==> config.mk <==
export PLATFORM = sky130hd
export DESIGN_NAME = ccsw_switcher
export DESIGN_NICKNAME = d
export VERILOG_FILES = /design/src/ccsw_switcher.v
export VERILOG_INCLUDE_DIRS = /design/src /design/src/src
export SDC_FILE = /design/constraint.sdc
export NUM_CORES = 1
export LEC_CHECK = 0
export BUFFER_PORTS_ARGS = -buffer_cell sky130_fd_sc_hd__clkbuf_2
export CAP_MARGIN = 20
export CORE_MARGIN = 1
export CORE_UTILIZATION = 50
export CTS_CLUSTER_DIAMETER = 200
export DETAILED_ROUTE_END_ITERATION = 8
export PLACE_DENSITY = 0.81
export SLEW_MARGIN = 40
export SYNTH_ARGS = -nofsm -noshare
export SYNTH_HDL_FRONTEND = slang
export SYNTH_SLANG_ARGS = --single-unit
==> constraint.sdc <==
create_clock -name mclk -period 4.2 [get_ports mclk]
set_input_delay 0.84 -clock mclk [delete_from_list [all_inputs] [get_ports mclk]]
set_output_delay 0.84 -clock mclk [all_outputs]
set_load 0.01 [all_outputs]
==> src/ccsw_defs.vh <==
// constants for the cpu clock source switcher: register map, fields, codes
// assumes inclusion by the design file and the testbench of the block
`ifndef CCSW_DEFS_VH
`define CCSW_DEFS_VH

// register byte addresses on the axi4-lite bus
`define CCSW_ADDR_SUPPLY 8'h00
`define CCSW_ADDR_MODE 8'h04
`define CCSW_ADDR_RUN 8'h08
`define CCSW_ADDR_SYSSEL 8'h0c
`define CCSW_ADDR_SUBSEL 8'h10
`define CCSW_ADDR_STSEL 8'h14
`define CCSW_ADDR_STSTAT 8'h18

// reset values
`define CCSW_RST_SUPPLY 8'h00
`define CCSW_RST_MODE 8'h00
`define CCSW_RST_RUN 8'hc0
`define CCSW_RST_SYSSEL 8'h00
`define CCSW_RST_SUBSEL 8'h00
`define CCSW_RST_STSEL 8'h07

// writable masks
`define CCSW_WM_SUPPLY 8'h90
`define CCSW_WM_MODE 8'hf7
`define CCSW_WM_RUN 8'hc3
`define CCSW_WM_SYSSEL 8'h51
`define CCSW_WM_SUBSEL 8'h01
`define CCSW_WM_STSEL 8'h07

// subclock_supply_mode fields
`define CCSW_B_LOWPWR 7
`define CCSW_B_ITSEL 4
// oscillator_mode_setup fields
`define CCSW_B_MAINEXT 7
`define CCSW_B_MAINOSC 6
`define CCSW_B_SUBEXT 5
`define CCSW_B_SUBOSC 4
`define CCSW_B_GAIN 0
// oscillator_run_control fields
`define CCSW_B_MAIN_OSC_STOP 7
`define CCSW_B_SSTOP 6
`define CCSW_B_MIDEN 1
`define CCSW_B_HSTOP 0
// system_clock_select fields
`define CCSW_B_SUBSTAT 7
`define CCSW_B_SUBSEL 6
`define CCSW_B_EXTSTAT 5
`define CCSW_B_EXTSEL 4
`define CCSW_B_MIDSTAT 1
`define CCSW_B_MIDSEL 0
// subsystem_source_select field
`define CCSW_B_LOWSEL 0

// clock source codes
`define CCSW_SRC_HIGH 3'h0
`define CCSW_SRC_MID 3'h1
`define CCSW_SRC_MAIN 3'h2
`define CCSW_SRC_SUB 3'h3
`define CCSW_SRC_LOW 3'h4

// settle counter: width, saturation, highest flag index
`define CCSW_CNT_W 19
`define CCSW_CNT_MAX 19'h40000
`define CCSW_FLAG_TOP 3'h7

// idle mclk cycles between dropping old gate and raising new gate
`define CCSW_GAP_CYC 3'h4

// axi responses
`define CCSW_RESP_OK 2'h0
`define CCSW_RESP_ERR 2'h2

`endif

==> src/ccsw_switcher.v <==
// cpu clock source switcher: axi4-lite registers, oscillator run control,
// break-before-make source gating and x1 settle counter
// assumes oscillator ready and x1 clock pins are asynchronous to mclk,
// standby_req comes from logic on mclk, the clock tree muxes by the gates
//
// How it works
// - interval timer counts on low-speed oscillator
// - standby on sub: only rtc, timer
// - sub select bits enable crystal or input
// - clearing sub stop starts xt1
// - sub select makes subclock the cpu clock
// - sub status shows real cpu source
// - mid enable runs mid oscillator
// - clearing high stop starts high oscillator
// - clearing low select stops low oscillator
// - timer select keeps low oscillator running
// - main select bits enable x1 or input
// - settle code picks x1 settling time
// - clearing main stop starts x1
// - settle status shows cumulative threshold flags
// - clearing sub select returns to main
// - ext select picks x1 as main clock
// - ext status shows x1 really drives
`timescale 1ns/1ps
`default_nettype none
`include "ccsw_defs.vh"

module ccsw_switcher (
   input wire mclk,
   input wire srst,
   input wire ce,
   input wire [7:0] s_axi_awaddr,
   input wire s_axi_awvalid,
   output reg s_axi_awready,
   input wire [31:0] s_axi_wdata,
   input wire [3:0] s_axi_wstrb,
   input wire s_axi_wvalid,
   output reg s_axi_wready,
   output reg [1:0] s_axi_bresp,
   output reg s_axi_bvalid,
   input wire s_axi_bready,
   input wire [7:0] s_axi_araddr,
   input wire s_axi_arvalid,
   output reg s_axi_arready,
   output reg [31:0] s_axi_rdata,
   output reg [1:0] s_axi_rresp,
   output reg s_axi_rvalid,
   input wire s_axi_rready,
   input wire high_osc_ready_pin,
   input wire mid_osc_ready_pin,
   input wire sub_osc_ready_pin,
   input wire low_osc_ready_pin,
   input wire x1_clk_pin,
   input wire standby_req,
   output reg high_osc_run,
   output reg mid_osc_run,
   output reg low_osc_run,
   output reg main_xtal_en,
   output reg main_ext_in_en,
   output reg main_gain_high,
   output reg sub_xtal_en,
   output reg sub_ext_in_en,
   output reg [1:0] sub_gain,
   output reg itimer_low_osc_sel,
   output reg periph_sub_clk_on,
   output reg [4:0] fclk_gate
);

   localparam ST_IDLE = 2'h0;
   localparam ST_DRAIN = 2'h1;
   localparam ST_ENGAGE = 2'h2;

   reg [7:0] supply_q;
   reg [7:0] mode_q;
   reg [7:0] run_q;
   reg [7:0] syssel_q;
   reg [7:0] subsel_q;
   reg [7:0] stsel_q;
   reg [7:0] ststat_q;
   reg [7:0] aw_addr_q;
   reg aw_held_q;
   reg [31:0] w_data_q;
   reg [3:0] w_strb_q;
   reg w_held_q;
   reg [4:0] sync1_q;
   reg [4:0] sync2_q;
   reg x1_prev_q;
   reg [`CCSW_CNT_W-1:0] settle_cnt_q;
   reg [1:0] state_q;
   reg [2:0] gap_q;
   reg [2:0] cur_src_q;
   reg [2:0] nxt_src_q;
   reg [2:0] target;
   reg target_ready;
   reg [7:0] flags_d;
   reg [7:0] rd_val;
   reg rd_hit;
   reg wr_hit;
   wire do_write;
   wire x1_rise;
   wire main_ready;
   wire [2:0] flag_idx;

   // two-flop synchronisers for all asynchronous pins
   always @(posedge mclk) begin
      if (srst) begin
         sync1_q <= 5'h00;
         sync2_q <= 5'h00;
         x1_prev_q <= 1'b0;
      end else if (ce) begin
         sync1_q <= {x1_clk_pin, low_osc_ready_pin, sub_osc_ready_pin,
                     mid_osc_ready_pin, high_osc_ready_pin};
         sync2_q <= sync1_q;
         x1_prev_q <= sync2_q[4];
      end
   end

   assign x1_rise = sync2_q[4] & ~x1_prev_q;

   // axi write channel capture, either order
   assign do_write = aw_held_q & w_held_q & ~s_axi_bvalid;

   always @(posedge mclk) begin
      if (srst) begin
         aw_held_q <= 1'b0;
         w_held_q <= 1'b0;
         aw_addr_q <= 8'h00;
         w_data_q <= 32'h00000000;
         w_strb_q <= 4'h0;
         s_axi_awready <= 1'b0;
         s_axi_wready <= 1'b0;
         s_axi_bvalid <= 1'b0;
         s_axi_bresp <= `CCSW_RESP_OK;
      end else if (ce) begin
         s_axi_awready <= ~aw_held_q & ~(s_axi_awvalid & s_axi_awready);
         s_axi_wready <= ~w_held_q & ~(s_axi_wvalid & s_axi_wready);
         if (s_axi_awvalid & s_axi_awready) begin
            aw_held_q <= 1'b1;
            aw_addr_q <= s_axi_awaddr;
         end
         if (s_axi_wvalid & s_axi_wready) begin
            w_held_q <= 1'b1;
            w_data_q <= s_axi_wdata;
            w_strb_q <= s_axi_wstrb;
         end
         if (do_write) begin
            aw_held_q <= 1'b0;
            w_held_q <= 1'b0;
            s_axi_bvalid <= 1'b1;
            s_axi_bresp <= wr_hit ? `CCSW_RESP_OK : `CCSW_RESP_ERR;
         end else if (s_axi_bvalid & s_axi_bready) begin
            s_axi_bvalid <= 1'b0;
         end
      end
   end

   // write address decode
   always @* begin
      case (aw_addr_q & 8'hfc)
         `CCSW_ADDR_SUPPLY, `CCSW_ADDR_MODE, `CCSW_ADDR_RUN, `CCSW_ADDR_SYSSEL,
         `CCSW_ADDR_SUBSEL, `CCSW_ADDR_STSEL, `CCSW_ADDR_STSTAT: wr_hit = 1'b1;
         default: wr_hit = 1'b0;
      endcase
   end

   // software registers, byte lane 0 only, read-only bits kept
   always @(posedge mclk) begin
      if (srst) begin
         supply_q <= `CCSW_RST_SUPPLY;
         mode_q <= `CCSW_RST_MODE;
         run_q <= `CCSW_RST_RUN;
         syssel_q <= `CCSW_RST_SYSSEL;
         subsel_q <= `CCSW_RST_SUBSEL;
         stsel_q <= `CCSW_RST_STSEL;
      end else if (ce && do_write && w_strb_q[0]) begin
         case (aw_addr_q & 8'hfc)
            `CCSW_ADDR_SUPPLY: supply_q <= w_data_q[7:0] & `CCSW_WM_SUPPLY;
            `CCSW_ADDR_MODE: mode_q <= w_data_q[7:0] & `CCSW_WM_MODE;
            `CCSW_ADDR_RUN: run_q <= w_data_q[7:0] & `CCSW_WM_RUN;
            `CCSW_ADDR_SYSSEL: syssel_q <= w_data_q[7:0] & `CCSW_WM_SYSSEL;
            `CCSW_ADDR_SUBSEL: subsel_q <= w_data_q[7:0] & `CCSW_WM_SUBSEL;
            `CCSW_ADDR_STSEL: stsel_q <= w_data_q[7:0] & `CCSW_WM_STSEL;
            default: supply_q <= supply_q;
         endcase
      end
   end

   // read mux; status bits come from the actual current source
   always @* begin
      rd_hit = 1'b1;
      rd_val = 8'h00;
      case (s_axi_araddr & 8'hfc)
         `CCSW_ADDR_SUPPLY: rd_val = supply_q;
         `CCSW_ADDR_MODE: rd_val = mode_q;
         `CCSW_ADDR_RUN: rd_val = run_q;
         `CCSW_ADDR_SYSSEL: begin
            rd_val = syssel_q;
            rd_val[`CCSW_B_SUBSTAT] = (cur_src_q == `CCSW_SRC_SUB) |
                                      (cur_src_q == `CCSW_SRC_LOW);
            rd_val[`CCSW_B_EXTSTAT] = (cur_src_q == `CCSW_SRC_MAIN);
            rd_val[`CCSW_B_MIDSTAT] = (cur_src_q == `CCSW_SRC_MID);
         end
         `CCSW_ADDR_SUBSEL: rd_val = subsel_q;
         `CCSW_ADDR_STSEL: rd_val = stsel_q;
         `CCSW_ADDR_STSTAT: rd_val = ststat_q;
         default: rd_hit = 1'b0;
      endcase
   end

   // axi read channel
   always @(posedge mclk) begin
      if (srst) begin
         s_axi_arready <= 1'b0;
         s_axi_rvalid <= 1'b0;
         s_axi_rdata <= 32'h00000000;
         s_axi_rresp <= `CCSW_RESP_OK;
      end else if (ce) begin
         s_axi_arready <= ~s_axi_rvalid & ~(s_axi_arvalid & s_axi_arready);
         if (s_axi_arvalid & s_axi_arready) begin
            s_axi_rvalid <= 1'b1;
            s_axi_rdata <= {24'h000000, rd_val};
            s_axi_rresp <= rd_hit ? `CCSW_RESP_OK : `CCSW_RESP_ERR;
         end else if (s_axi_rvalid & s_axi_rready) begin
            s_axi_rvalid <= 1'b0;
         end
      end
   end

   always @(posedge mclk) begin
      if (srst) begin
         settle_cnt_q <= {`CCSW_CNT_W{1'b0}};
      end else if (ce) begin
         if (run_q[`CCSW_B_MAIN_OSC_STOP] | ~mode_q[`CCSW_B_MAINOSC]) begin
            settle_cnt_q <= {`CCSW_CNT_W{1'b0}};
         end else if (x1_rise && settle_cnt_q != `CCSW_CNT_MAX) begin
            settle_cnt_q <= settle_cnt_q + 1'b1;
         end
      end
   end

   always @* begin
      flags_d[7] = settle_cnt_q[18:8] != 11'h000;
      flags_d[6] = settle_cnt_q[18:9] != 10'h000;
      flags_d[5] = settle_cnt_q[18:10] != 9'h000;
      flags_d[4] = settle_cnt_q[18:11] != 8'h00;
      flags_d[3] = settle_cnt_q[18:13] != 6'h00;
      flags_d[2] = settle_cnt_q[18:15] != 4'h0;
      flags_d[1] = settle_cnt_q[18:17] != 2'h0;
      flags_d[0] = settle_cnt_q[18];
   end

   always @(posedge mclk) begin
      if (srst) begin
         ststat_q <= 8'h00;
      end else if (ce) begin
         ststat_q <= flags_d;
      end
   end

   assign flag_idx = `CCSW_FLAG_TOP - stsel_q[2:0];
   // external main needs no settle wait
   assign main_ready = ~run_q[`CCSW_B_MAIN_OSC_STOP] & mode_q[`CCSW_B_MAINOSC] &
                       (mode_q[`CCSW_B_MAINEXT] | ststat_q[flag_idx]);

   // requested source and whether it is ready to take over
   always @* begin
      target = `CCSW_SRC_HIGH;
      target_ready = 1'b0;
      if (syssel_q[`CCSW_B_SUBSEL]) begin
         if (subsel_q[`CCSW_B_LOWSEL]) begin
            target = `CCSW_SRC_LOW;
            target_ready = low_osc_run & sync2_q[3];
         end else begin
            target = `CCSW_SRC_SUB;
            target_ready = ~run_q[`CCSW_B_SSTOP] & mode_q[`CCSW_B_SUBOSC] &
                           (mode_q[`CCSW_B_SUBEXT] | sync2_q[2]);
         end
      // cleared sub select returns to main
      end else if (syssel_q[`CCSW_B_EXTSEL]) begin
         target = `CCSW_SRC_MAIN;
         target_ready = main_ready;
      end else if (syssel_q[`CCSW_B_MIDSEL]) begin
         target = `CCSW_SRC_MID;
         target_ready = run_q[`CCSW_B_MIDEN] & sync2_q[1];
      end else begin
         target = `CCSW_SRC_HIGH;
         target_ready = ~run_q[`CCSW_B_HSTOP] & sync2_q[0];
      end
   end

   always @(posedge mclk) begin
      if (srst) begin
         state_q <= ST_IDLE;
         gap_q <= 3'h0;
         cur_src_q <= `CCSW_SRC_HIGH;
         nxt_src_q <= `CCSW_SRC_HIGH;
         fclk_gate <= 5'h01;
      end else if (ce) begin
         case (state_q)
            ST_IDLE: begin
               if (target != cur_src_q && target_ready) begin
                  nxt_src_q <= target;
                  fclk_gate <= 5'h00;
                  gap_q <= `CCSW_GAP_CYC;
                  state_q <= ST_DRAIN;
               end
            end
            ST_DRAIN: begin
               if (gap_q == 3'h1) begin
                  fclk_gate <= 5'h01 << nxt_src_q;
                  gap_q <= `CCSW_GAP_CYC;
                  state_q <= ST_ENGAGE;
               end else begin
                  gap_q <= gap_q - 3'h1;
               end
            end
            ST_ENGAGE: begin
               if (gap_q == 3'h1) begin
                  cur_src_q <= nxt_src_q;
                  state_q <= ST_IDLE;
               end else begin
                  gap_q <= gap_q - 3'h1;
               end
            end
            default: state_q <= ST_IDLE;
         endcase
      end
   end

   // oscillator run and mode outputs; the live source is kept running, except x1, which main stop turns off even while live
   always @(posedge mclk) begin
      if (srst) begin
         high_osc_run <= 1'b1;
         mid_osc_run <= 1'b0;
         low_osc_run <= 1'b0;
         main_xtal_en <= 1'b0;
         main_ext_in_en <= 1'b0;
         main_gain_high <= 1'b0;
         sub_xtal_en <= 1'b0;
         sub_ext_in_en <= 1'b0;
         sub_gain <= 2'h0;
         itimer_low_osc_sel <= 1'b0;
         periph_sub_clk_on <= 1'b1;
      end else if (ce) begin
         // high stop clear runs high oscillator
         high_osc_run <= ~run_q[`CCSW_B_HSTOP] | (cur_src_q == `CCSW_SRC_HIGH);
         mid_osc_run <= run_q[`CCSW_B_MIDEN] | (cur_src_q == `CCSW_SRC_MID);
         low_osc_run <= subsel_q[`CCSW_B_LOWSEL] | supply_q[`CCSW_B_ITSEL] |
                        (cur_src_q == `CCSW_SRC_LOW);
         main_xtal_en <= mode_q[`CCSW_B_MAINOSC] & ~mode_q[`CCSW_B_MAINEXT] &
                         ~run_q[`CCSW_B_MAIN_OSC_STOP];
         main_ext_in_en <= mode_q[`CCSW_B_MAINOSC] & mode_q[`CCSW_B_MAINEXT] &
                           ~run_q[`CCSW_B_MAIN_OSC_STOP];
         main_gain_high <= mode_q[`CCSW_B_GAIN];
         // sub crystal or input; sub stop
         sub_xtal_en <= mode_q[`CCSW_B_SUBOSC] & ~mode_q[`CCSW_B_SUBEXT] &
                        (~run_q[`CCSW_B_SSTOP] | (cur_src_q == `CCSW_SRC_SUB));
         sub_ext_in_en <= mode_q[`CCSW_B_SUBOSC] & mode_q[`CCSW_B_SUBEXT] &
                          (~run_q[`CCSW_B_SSTOP] | (cur_src_q == `CCSW_SRC_SUB));
         sub_gain <= mode_q[2:1];
         itimer_low_osc_sel <= supply_q[`CCSW_B_ITSEL];
         periph_sub_clk_on <= ~(supply_q[`CCSW_B_LOWPWR] & standby_req &
                                (cur_src_q == `CCSW_SRC_SUB));
      end
   end

endmodule // ccsw_switcher
`default_nettype wire

# [After elaboration in Yosys (flattened, before gate mapping)]
# Cells that the tools add are included.
# Widths: inputs -> output; s select.
[totals] reg_bits=122 inputBits=66 output_inout_bits=58 word_cells=202
[op_classes] add_sub_neg=3 magnitude_cmp=1 n_eq_ne=25 shifts=1 muxes=36 bitwise_logic=52 n_reduce_logical=44
[op_table] op="$pmux 8 s7" count=1
[op_table] op="$mux 19" count=2
[op_table] op="$eq 6x3->1 const B" count=6
[op_table] op="$reduce_and 2->1" count=15
[op_table] op="$and 1x1->1" count=28
[op_table] op="$eq 6x2->1 const B" count=4
[op_table] op="$add 19x1->19 const B" count=1
[op_table] op="$ne 19x19->1 const B" count=1
[op_table] op="$logic_not 8->1" count=2
[op_table] op="$mux 1" count=16
[op_table] op="$mux 3" count=5
[op_table] op="$not 1->1" count=15
[op_table] op="$reduce_bool 2->1" count=7
[op_table] op="$reduce_or 7->1" count=2
[op_table] op="$eq 6x1->1 const B" count=2
[op_table] op="$mux 2" count=6
[op_table] op="$reduce_and 4->1" count=3
[op_table] op="$reduce_bool 11->1" count=1
[op_table] op="$mux 5" count=2
[op_table] op="$pmux 5 s2" count=1
[op_table] op="$reduce_bool 10->1" count=1
[op_table] op="$or 1x1->1" count=9
[op_table] op="$pmux 3 s3" count=1
[op_table] op="$reduce_bool 9->1" count=1
[op_table] op="21 further kinds" count=30

# [Depth between registers and ports, before layout]
# Gate-level depths: netlist (run 1).
[logic_depth] depth_word=10 ltp_mapped=8

# [Worst setup path after synthesis (run 1)]
# No wires, ideal clock.
[synth_timing] path_kind="input-to-reg" start="input port ce" end="register run_q[6]" arrival_ns=2.189 path_slack_ns=1.882 cell_stages=7 cell_sequence="and4b_1 clkbuf_1 and4b_1 nor4bb_1 clkbuf_1 mux2i_1 nand2_1"
[synth_via] elab_chain_len=3
[synth_lines] element="from (decl)" line="ccsw_switcher.v:31" text="input wire ce,"
[synth_lines] element="$logic_and 1x1->1 (2 in a row)" line="ccsw_switcher.v:175" text="end else if (ce && do_write && w_strb_q[0]) begin"
[synth_lines] element="$reduce_and 2->1 (no line)"
[synth_lines] element="to (signal assigned)" line="ccsw_switcher.v:171" text="run_q <= `CCSW_RST_RUN;"
[synth_lines] element="to (signal assigned)" line="ccsw_switcher.v:179" text="`CCSW_ADDR_RUN: run_q <= w_data_q[7:0] & `CCSW_WM_RUN;"
[synth_lines] element="to (decl)" line="ccsw_switcher.v:75" text="reg [7:0] run_q;"
# No other way between the ends.
# A chain may end at the register's enable or synchronous reset.

# [Worst setup path after layout (run 1)]
[layout_timing] start="input port ce" end="register s_axi_rdata[0]"
[layout_via] elab_chain_len=1
[layout_lines] element="$reduce_and 2->1 (no line)"
[layout_lines] element="to (signal assigned)" line="ccsw_switcher.v:221" text="s_axi_rdata <= {24'h000000, rd_val};"
[layout_lines] element="to (decl)" line="ccsw_switcher.v:45" text="output reg [31:0] s_axi_rdata,"
# No other way between the ends.

==> results.ini, run 1 <==
[drt]
routed_via_density=5.63
ant_nets=0
drt-pass1-iter-count=5
routed_wl_mm=12.7
drc=0
initialDrtViolationCount=330
route.detailed.wl_per_inst_um=15.3
vias=4665

[sta]
hold_viol=0
fmax_mhz=352
period_share_pct=67.6
max_slew_margin_pct=48.4
finClkSkew_ns=0.00553
rsz0062_at_grt=false
tightest_slew_ns=0.768
finalSetupTns_ns=0
period_minus_slack_ns=2.84
holdWs_ns=0.463
drv_slew=0
final-setup-viol-count=0

[layout]
nets=754
diodes=0
drive_gt1_share_pct=16.2
fin_cells=829
fin_area_mm2=0.00631
syn_to_final_growth_pct=15.9

[die]
io_pins=124
die_h_um=106
die_w_um=106
rows=37
dieArea_mm2=0.0113
start_util_pct=52.3
core_area_mm2=0.0104

[power]
finalPower_mw=2.64
p_leak_nw=2.63
irDropWorstVdd_mv=0.297
cellPowerDensity_mw_per_mm2=419

[clock_tree]
cts_resized=0
ctsLongestPathBuffers=2
clkLatencyLatePin_ns=0.52
cts_root_buf=clkbuf_8
cts-buffers-inserted=17
cts_hold_buf=0
cts_tree=built
htree_levels=4
clk_pin_slew_worst_paths_ns=0.06
cts.sinks=117
cts_setup_buffers=0

[setup_path]
cp.arrival_ns=3.29
path_class=input pin to flop
critPathLaunchType=input pin
path_max_fanout=59
critPathRequiredTime_ns=4.65
end_kind=flop
ff2ff_setup_slack_ns=1.74
reg2reg_depth=6
r2r_end=gap_q[1]
r2r-start=mode_q[6]

[yosys]
ys_seq_elements=117
yosysTopAreaCell=dfxtp_1
synth_top_cell_area_share_pct=43.0
yosys_warnings=0
syn_area_mm2=0.00544
async_reset_ff_share_pct=0
syn_inst=626
postSynthAreaPerCell_um2=8.69
synth.top_cells.by_count=dfxtp_1 (117), nor2_1 (95), nand2_1 (64)
synth_edf_count=0
ys_seq_area_share_pct=43.0
yosysMostFrequentCell=dfxtp_1
yosys_most_used_dff=dfxtp_1
synth_area_leaders=dfxtp_1 (43%), mux2i_1 (10%), nor2_1 (6.6%)
synth_cell_types=58

[worst_hold_path]
hold_depth=2
min_to=fclk_gate[4]
holdCritPathClass=flop to flop
hp-start=fclk_gate[4]

[global_route]
grt.overflow.total=0
antenna_found_initial=0
grt_pass1_vias=4503
grt_max_degree=87
grt_pass1_wl_mm=21.3
grt_usage_pct=23.9

[place]
placed_area_mm2=0.00573
io_buffers=65
dp.cells=797
dpl.hpwl_mm=8.69
place.gp.congestion=0.841

[run]
maxCapViolations=0

[outcome]
run_status=completed

==> through the flow <==
stage	setup WS, ns	util, %
2_1_floorplan	1.88	-
3_3_place_gp	1.05	55.0
3_5_place_dp	0.923	55.0
4_1_cts	1.40	60.5
5_1_grt	1.10	60.5
6_report	1.36	60.5
==> layer usage <==
layer	global-route usage, %	up-vias	routed length (um)
met1	29.3	2203	5470
met5	0	-	0
li1	-	2251	-
met2	38.9	179	6050
met4	11.2	0	337
met3	6.25	32	856
==> power breakdown <==
group	switching (mW)	internal [mW]	total [mW]
combinational	0.0796	0.0439	0.124
sequential	0.0148	1.13	1.14
clock	0.533	0.845	1.38
total	0.627	2.02	2.64
==> how the worst max path moves through the flow <==
stage | from | end | depth (start not counted)
floorplan | ce | run_q[6] | 7
global placement | ce | s_axi_rdata[0] | 7
detailed placement | ce | s_axi_rdata[0] | 7
CTS | ce | s_axi_rdata[0] | 7
global route | ce | s_axi_rdata[0] | 7
finish | ce | s_axi_rdata[0] | 7
==> layout make-up <==
type | instances | area [um^2]
clock buffer | 17 | 414
clock inverter | 15 | 155
fill | 867 | 4110
tap | 136 | 170
inverter | 11 | 41.3
timing repair buffer | 67 | 344
multi-input combinational | 466 | 2840
sequential | 117 | 2340
==> sequential cells by signal, indices dropped and copies added, names as in the netlist, 4 cells and up <==
name          count
sync1_q           5
w_data_q          7
run_q             4
sync2_q           5
fclk_gate         5
aw_addr_q         6
mode_q            7
s_axi_rdata       8
settle_cnt_q     19
ststat_q          8
==> cells in the final DEF (no fill, tap or decap), types with 6 or more instances in the layout <==
master	netlist	layout
dfxtp_1	117	117
nor2_1	95	95
clkbuf_2	0	65
nand2_1	64	64
mux2i_1	55	55
a21oi_1	45	45
nand3_1	27	27
conb_1	1	26
clkbuf_16	0	16
o21ai_0	14	14
xor2_1	12	12
inv_1	9	9
a22oi_1	9	9
nor2b_1	8	8
nor3_1	8	8
ha_1	8	8
mux2_2	7	7
nand2b_1	6	6
nand4_1	6	6
or3_1	6	6
==> cells by family after synthesis <==
kind of cell	Yosys count	synth area share [%]
buffers and inverters	68	6.64
AND/OR/NAND/NOR	251	21.8
other	1	0.0689
adder cells (fa/ha/maj)	8	1.84
XOR/XNOR	15	2.41
AO/OA/AOI/OAI	102	11.7
flip-flops	117	43.0
multiplexers	64	12.5
==> worst max-delay path, cell delays in order <==
cell and delay, ns:
clkbuf_2 0.09, buf_4 0.56, nand3_1 0.53, nor4_1 0.49, and2_1 0.42, o211ai_1 0.18, a21oi_1 0.16
Note: power is estimated with default switching activity, not from simulation.
==> run 2: changes to the inputs <==
--- a/config.mk
+++ b/config.mk
@@ -9,10 +9,10 @@
 export BUFFER_PORTS_ARGS = -buffer_cell sky130_fd_sc_hd__clkbuf_2
 export CAP_MARGIN = 20
 export CORE_MARGIN = 1
-export CORE_UTILIZATION = 50
+export CORE_UTILIZATION = 49
 export CTS_CLUSTER_DIAMETER = 200
 export DETAILED_ROUTE_END_ITERATION = 8
-export PLACE_DENSITY = 0.81
+export PLACE_DENSITY = 0.82
 export SLEW_MARGIN = 40
 export SYNTH_ARGS = -nofsm -noshare
 export SYNTH_HDL_FRONTEND = slang
==> constraint.sdc (replaced) <==
create_clock -name mclk -period 2.3 [get_ports mclk]
set_input_delay 0.46 -clock mclk [delete_from_list [all_inputs] [get_ports mclk]]
set_output_delay 0.46 -clock mclk [all_outputs]
set_load 0.01 [all_outputs]
==> run 2 against run 1 <==
- the flow now finishes with violations (design-rule violations)
- worst hold slack worse by 0.31 ns
- non-clock buffer count is 16 higher
- setup slack worse by 1.4 ns
- cell count is 2.4% higher
- largest cell class unchanged
==> results.ini, run 2 (synthesis gave the netlist of run 1 again) <==
[die]
rows=38  ; was 37
dieArea_mm2=0.0115  ; was 0.0113 mm^2
die_h_um=107  ; was 106 um
start_util_pct=50.2  ; was 52.3%
io_pins=124  ; unchanged
die_w_um=107  ; was 106 um
core_area_mm2=0.0108  ; was 0.0104 mm^2

[layout]
nets=770  ; was 754
top_regs=settle_cnt_q (19), s_axi_rdata (8), ststat_q (8)  ; unchanged
largest_reg_flops=19  ; unchanged
final_core_util_pct=59.5  ; was 60.5%
multi_input_area_mm2=0.00286  ; was 0.00284 mm^2
mostFrequentLayoutCells=dfxtp_1 (116), nor2_1 (95), clkbuf_2 (65)  ; was dfxtp_1 (117), nor2_1 (95), clkbuf_2 (65)
seq_area_mm2=0.00235  ; was 0.00234 mm^2
diodes=0  ; unchanged
final_common_cell=dfxtp_1  ; unchanged
drive_gt1_share_pct=18.3  ; was 16.2%
syn_to_final_growth_pct=18.6  ; was 15.9%
largest_register=settle_cnt_q  ; unchanged
nFillCells=924  ; was 867
fin_area_mm2=0.00645  ; was 0.00631 mm^2

[drt]
vias=4727  ; was 4665
routed_wl_mm=13.2  ; was 12.7 mm
ant_nets=0  ; unchanged
maxUsedRoutingLayer=met4  ; unchanged
initialDrtViolationCount=256  ; was 330
drc=1  ; was 0
wl_met2_mm=6.33  ; was 6.05 mm
route.detailed.wl_per_inst_um=15.6  ; was 15.3 um
wl_met3_um=953  ; was 856 um
drt-pass1-iter-count=7  ; was 5
routed_via_density=5.57  ; was 5.63
met1_length_mm=5.65  ; was 5.47 mm

[global_route]
grt_usage_pct=23.8  ; was 23.9%
grt_pass1_vias=4450  ; was 4503
grt.overflow.total=0  ; unchanged
grt_max_degree=44  ; was 87
grt_pass1_wl_mm=21.2  ; was 21.3 mm
antenna_found_initial=0  ; unchanged

[sta]
period_minus_slack_ns=2.30
hold_viol=0  ; unchanged
finalSetupTns_ns=0  ; unchanged
max_slew_margin_pct=46.4  ; was 48.4%
finClkSkew_ns=0.0110  ; was 0.00553 ns
tightest_slew_ns=0.797  ; was 0.768 ns
final-setup-viol-count=0  ; unchanged
drv_slew=0  ; unchanged
fmax_mhz=436
period_share_pct=99.8

[clock_tree]
cts_tree=built  ; unchanged
cts.sinks=117  ; unchanged
cts-buffers-inserted=17  ; unchanged
cts_root_buf=clkbuf_8  ; unchanged
htree_levels=4  ; unchanged
cts_hold_buf=0  ; unchanged
clkLatencyLatePin_ns=0.53  ; was 0.52 ns
ctsLongestPathBuffers=2  ; unchanged
cts_setup_buffers=0  ; unchanged
clk_pin_slew_worst_paths_ns=0.06  ; about the same

[run]
maxCapViolations=0  ; unchanged

[place]
placed_area_mm2=0.00585  ; was 0.00573 mm^2
place.gp.congestion=0.890  ; was 0.841
dpl.hpwl_mm=9.23  ; was 8.69 mm
io_buffers=65  ; unchanged

[setup_path]
path_max_fanout=5  ; was 59
cp.arrival_ns=2.69  ; was 3.29 ns
end_kind=flop  ; unchanged
critPathLaunchType=flop  ; was input pin
path_class=flop to flop  ; was input pin to flop
critPathRequiredTime_ns=2.69  ; was 4.65 ns

[power]
irDropWorstVdd_mv=0.520  ; was 0.297 mV
p_leak_nw=2.71  ; was 2.63 nW
cellPowerDensity_mw_per_mm2=752  ; was 419 mW/mm^2
finalPower_mw=4.85  ; was 2.64 mW

[outcome]
run_status=finished, violations left  ; was completed
violations=design-rule violations

[worst_hold_path]
holdCritPathClass=input pin to flop  ; was flop to flop

[run 2: worst max-delay path, stage by stage, from the launching register on]
cell     delay [ns]
dfxtp_1        0.53
nor3b_2        0.30
or3_1          0.14
a22oi_1        0.13
nor4_1         0.73
mux2i_1        0.27
nor2_1         0.06
[run 2: cell type report]
cell class / instances / share of cell area, %
multi-input cells: 466 / 44.3
flip-flops and latches: 117 / 36.4
repair buffers: 83 / 7.14
clock buffers: 17 / 6.42
well taps: 140 / 2.71
clock inverters: 15 / 2.44
inverters: 11 / 0.640
[run 2: through the flow]
step                      hold slack [ns]  std cells  setup WS, ns
final                               0.155        849       0.00456
after global placement              0.443        817        0.0574
after detailed placement            0.446        817       -0.0107
after floorplan                     0.437        651         0.145
after global routing                0.143        849       -0.0398
after CTS                           0.142        849        0.0156
[run 2: path summary, 6_finish.rpt]
path	startpoint	endpoint	slack (ns)	depth (start not counted)
setup / recovery	syssel_q[0]	nxt_src_q[1]	0.005	6
hold / removal	s_axi_wdata[4]	w_data_q[4]	0.16	3
setup reg to reg	syssel_q[0]	nxt_src_q[1]	0.005	6
hold reg to reg	fclk_gate[2]	fclk_gate[2]	0.45	2
[run 2: metal layers]
layer	vias up	global-route usage, %
li1	2286	-
met1	2217	29.1
met2	195	39.3
met3	29	6.78
met4	0	9.98
met5	-	0
[run 2: what timing repair did]
item	4_1_cts	5_1_grt
gates resized for setup	2	5
pin swaps	2	2
endpoints found under the setup margin	6	9
[run 2: where the power goes]
| group | leakage [nW] | total (mW) | internal (mW) | switching (mW) |
|---|---|---|---|---|
| Clock | 0.270 | 2.53 | 1.54 | 0.987 |
| Sequential | 0.947 | 2.08 | 2.06 | 0.0260 |
| Combinational | 1.50 | 0.237 | 0.0858 | 0.151 |
| Total | 2.71 | 4.85 | 3.69 | 1.16 |
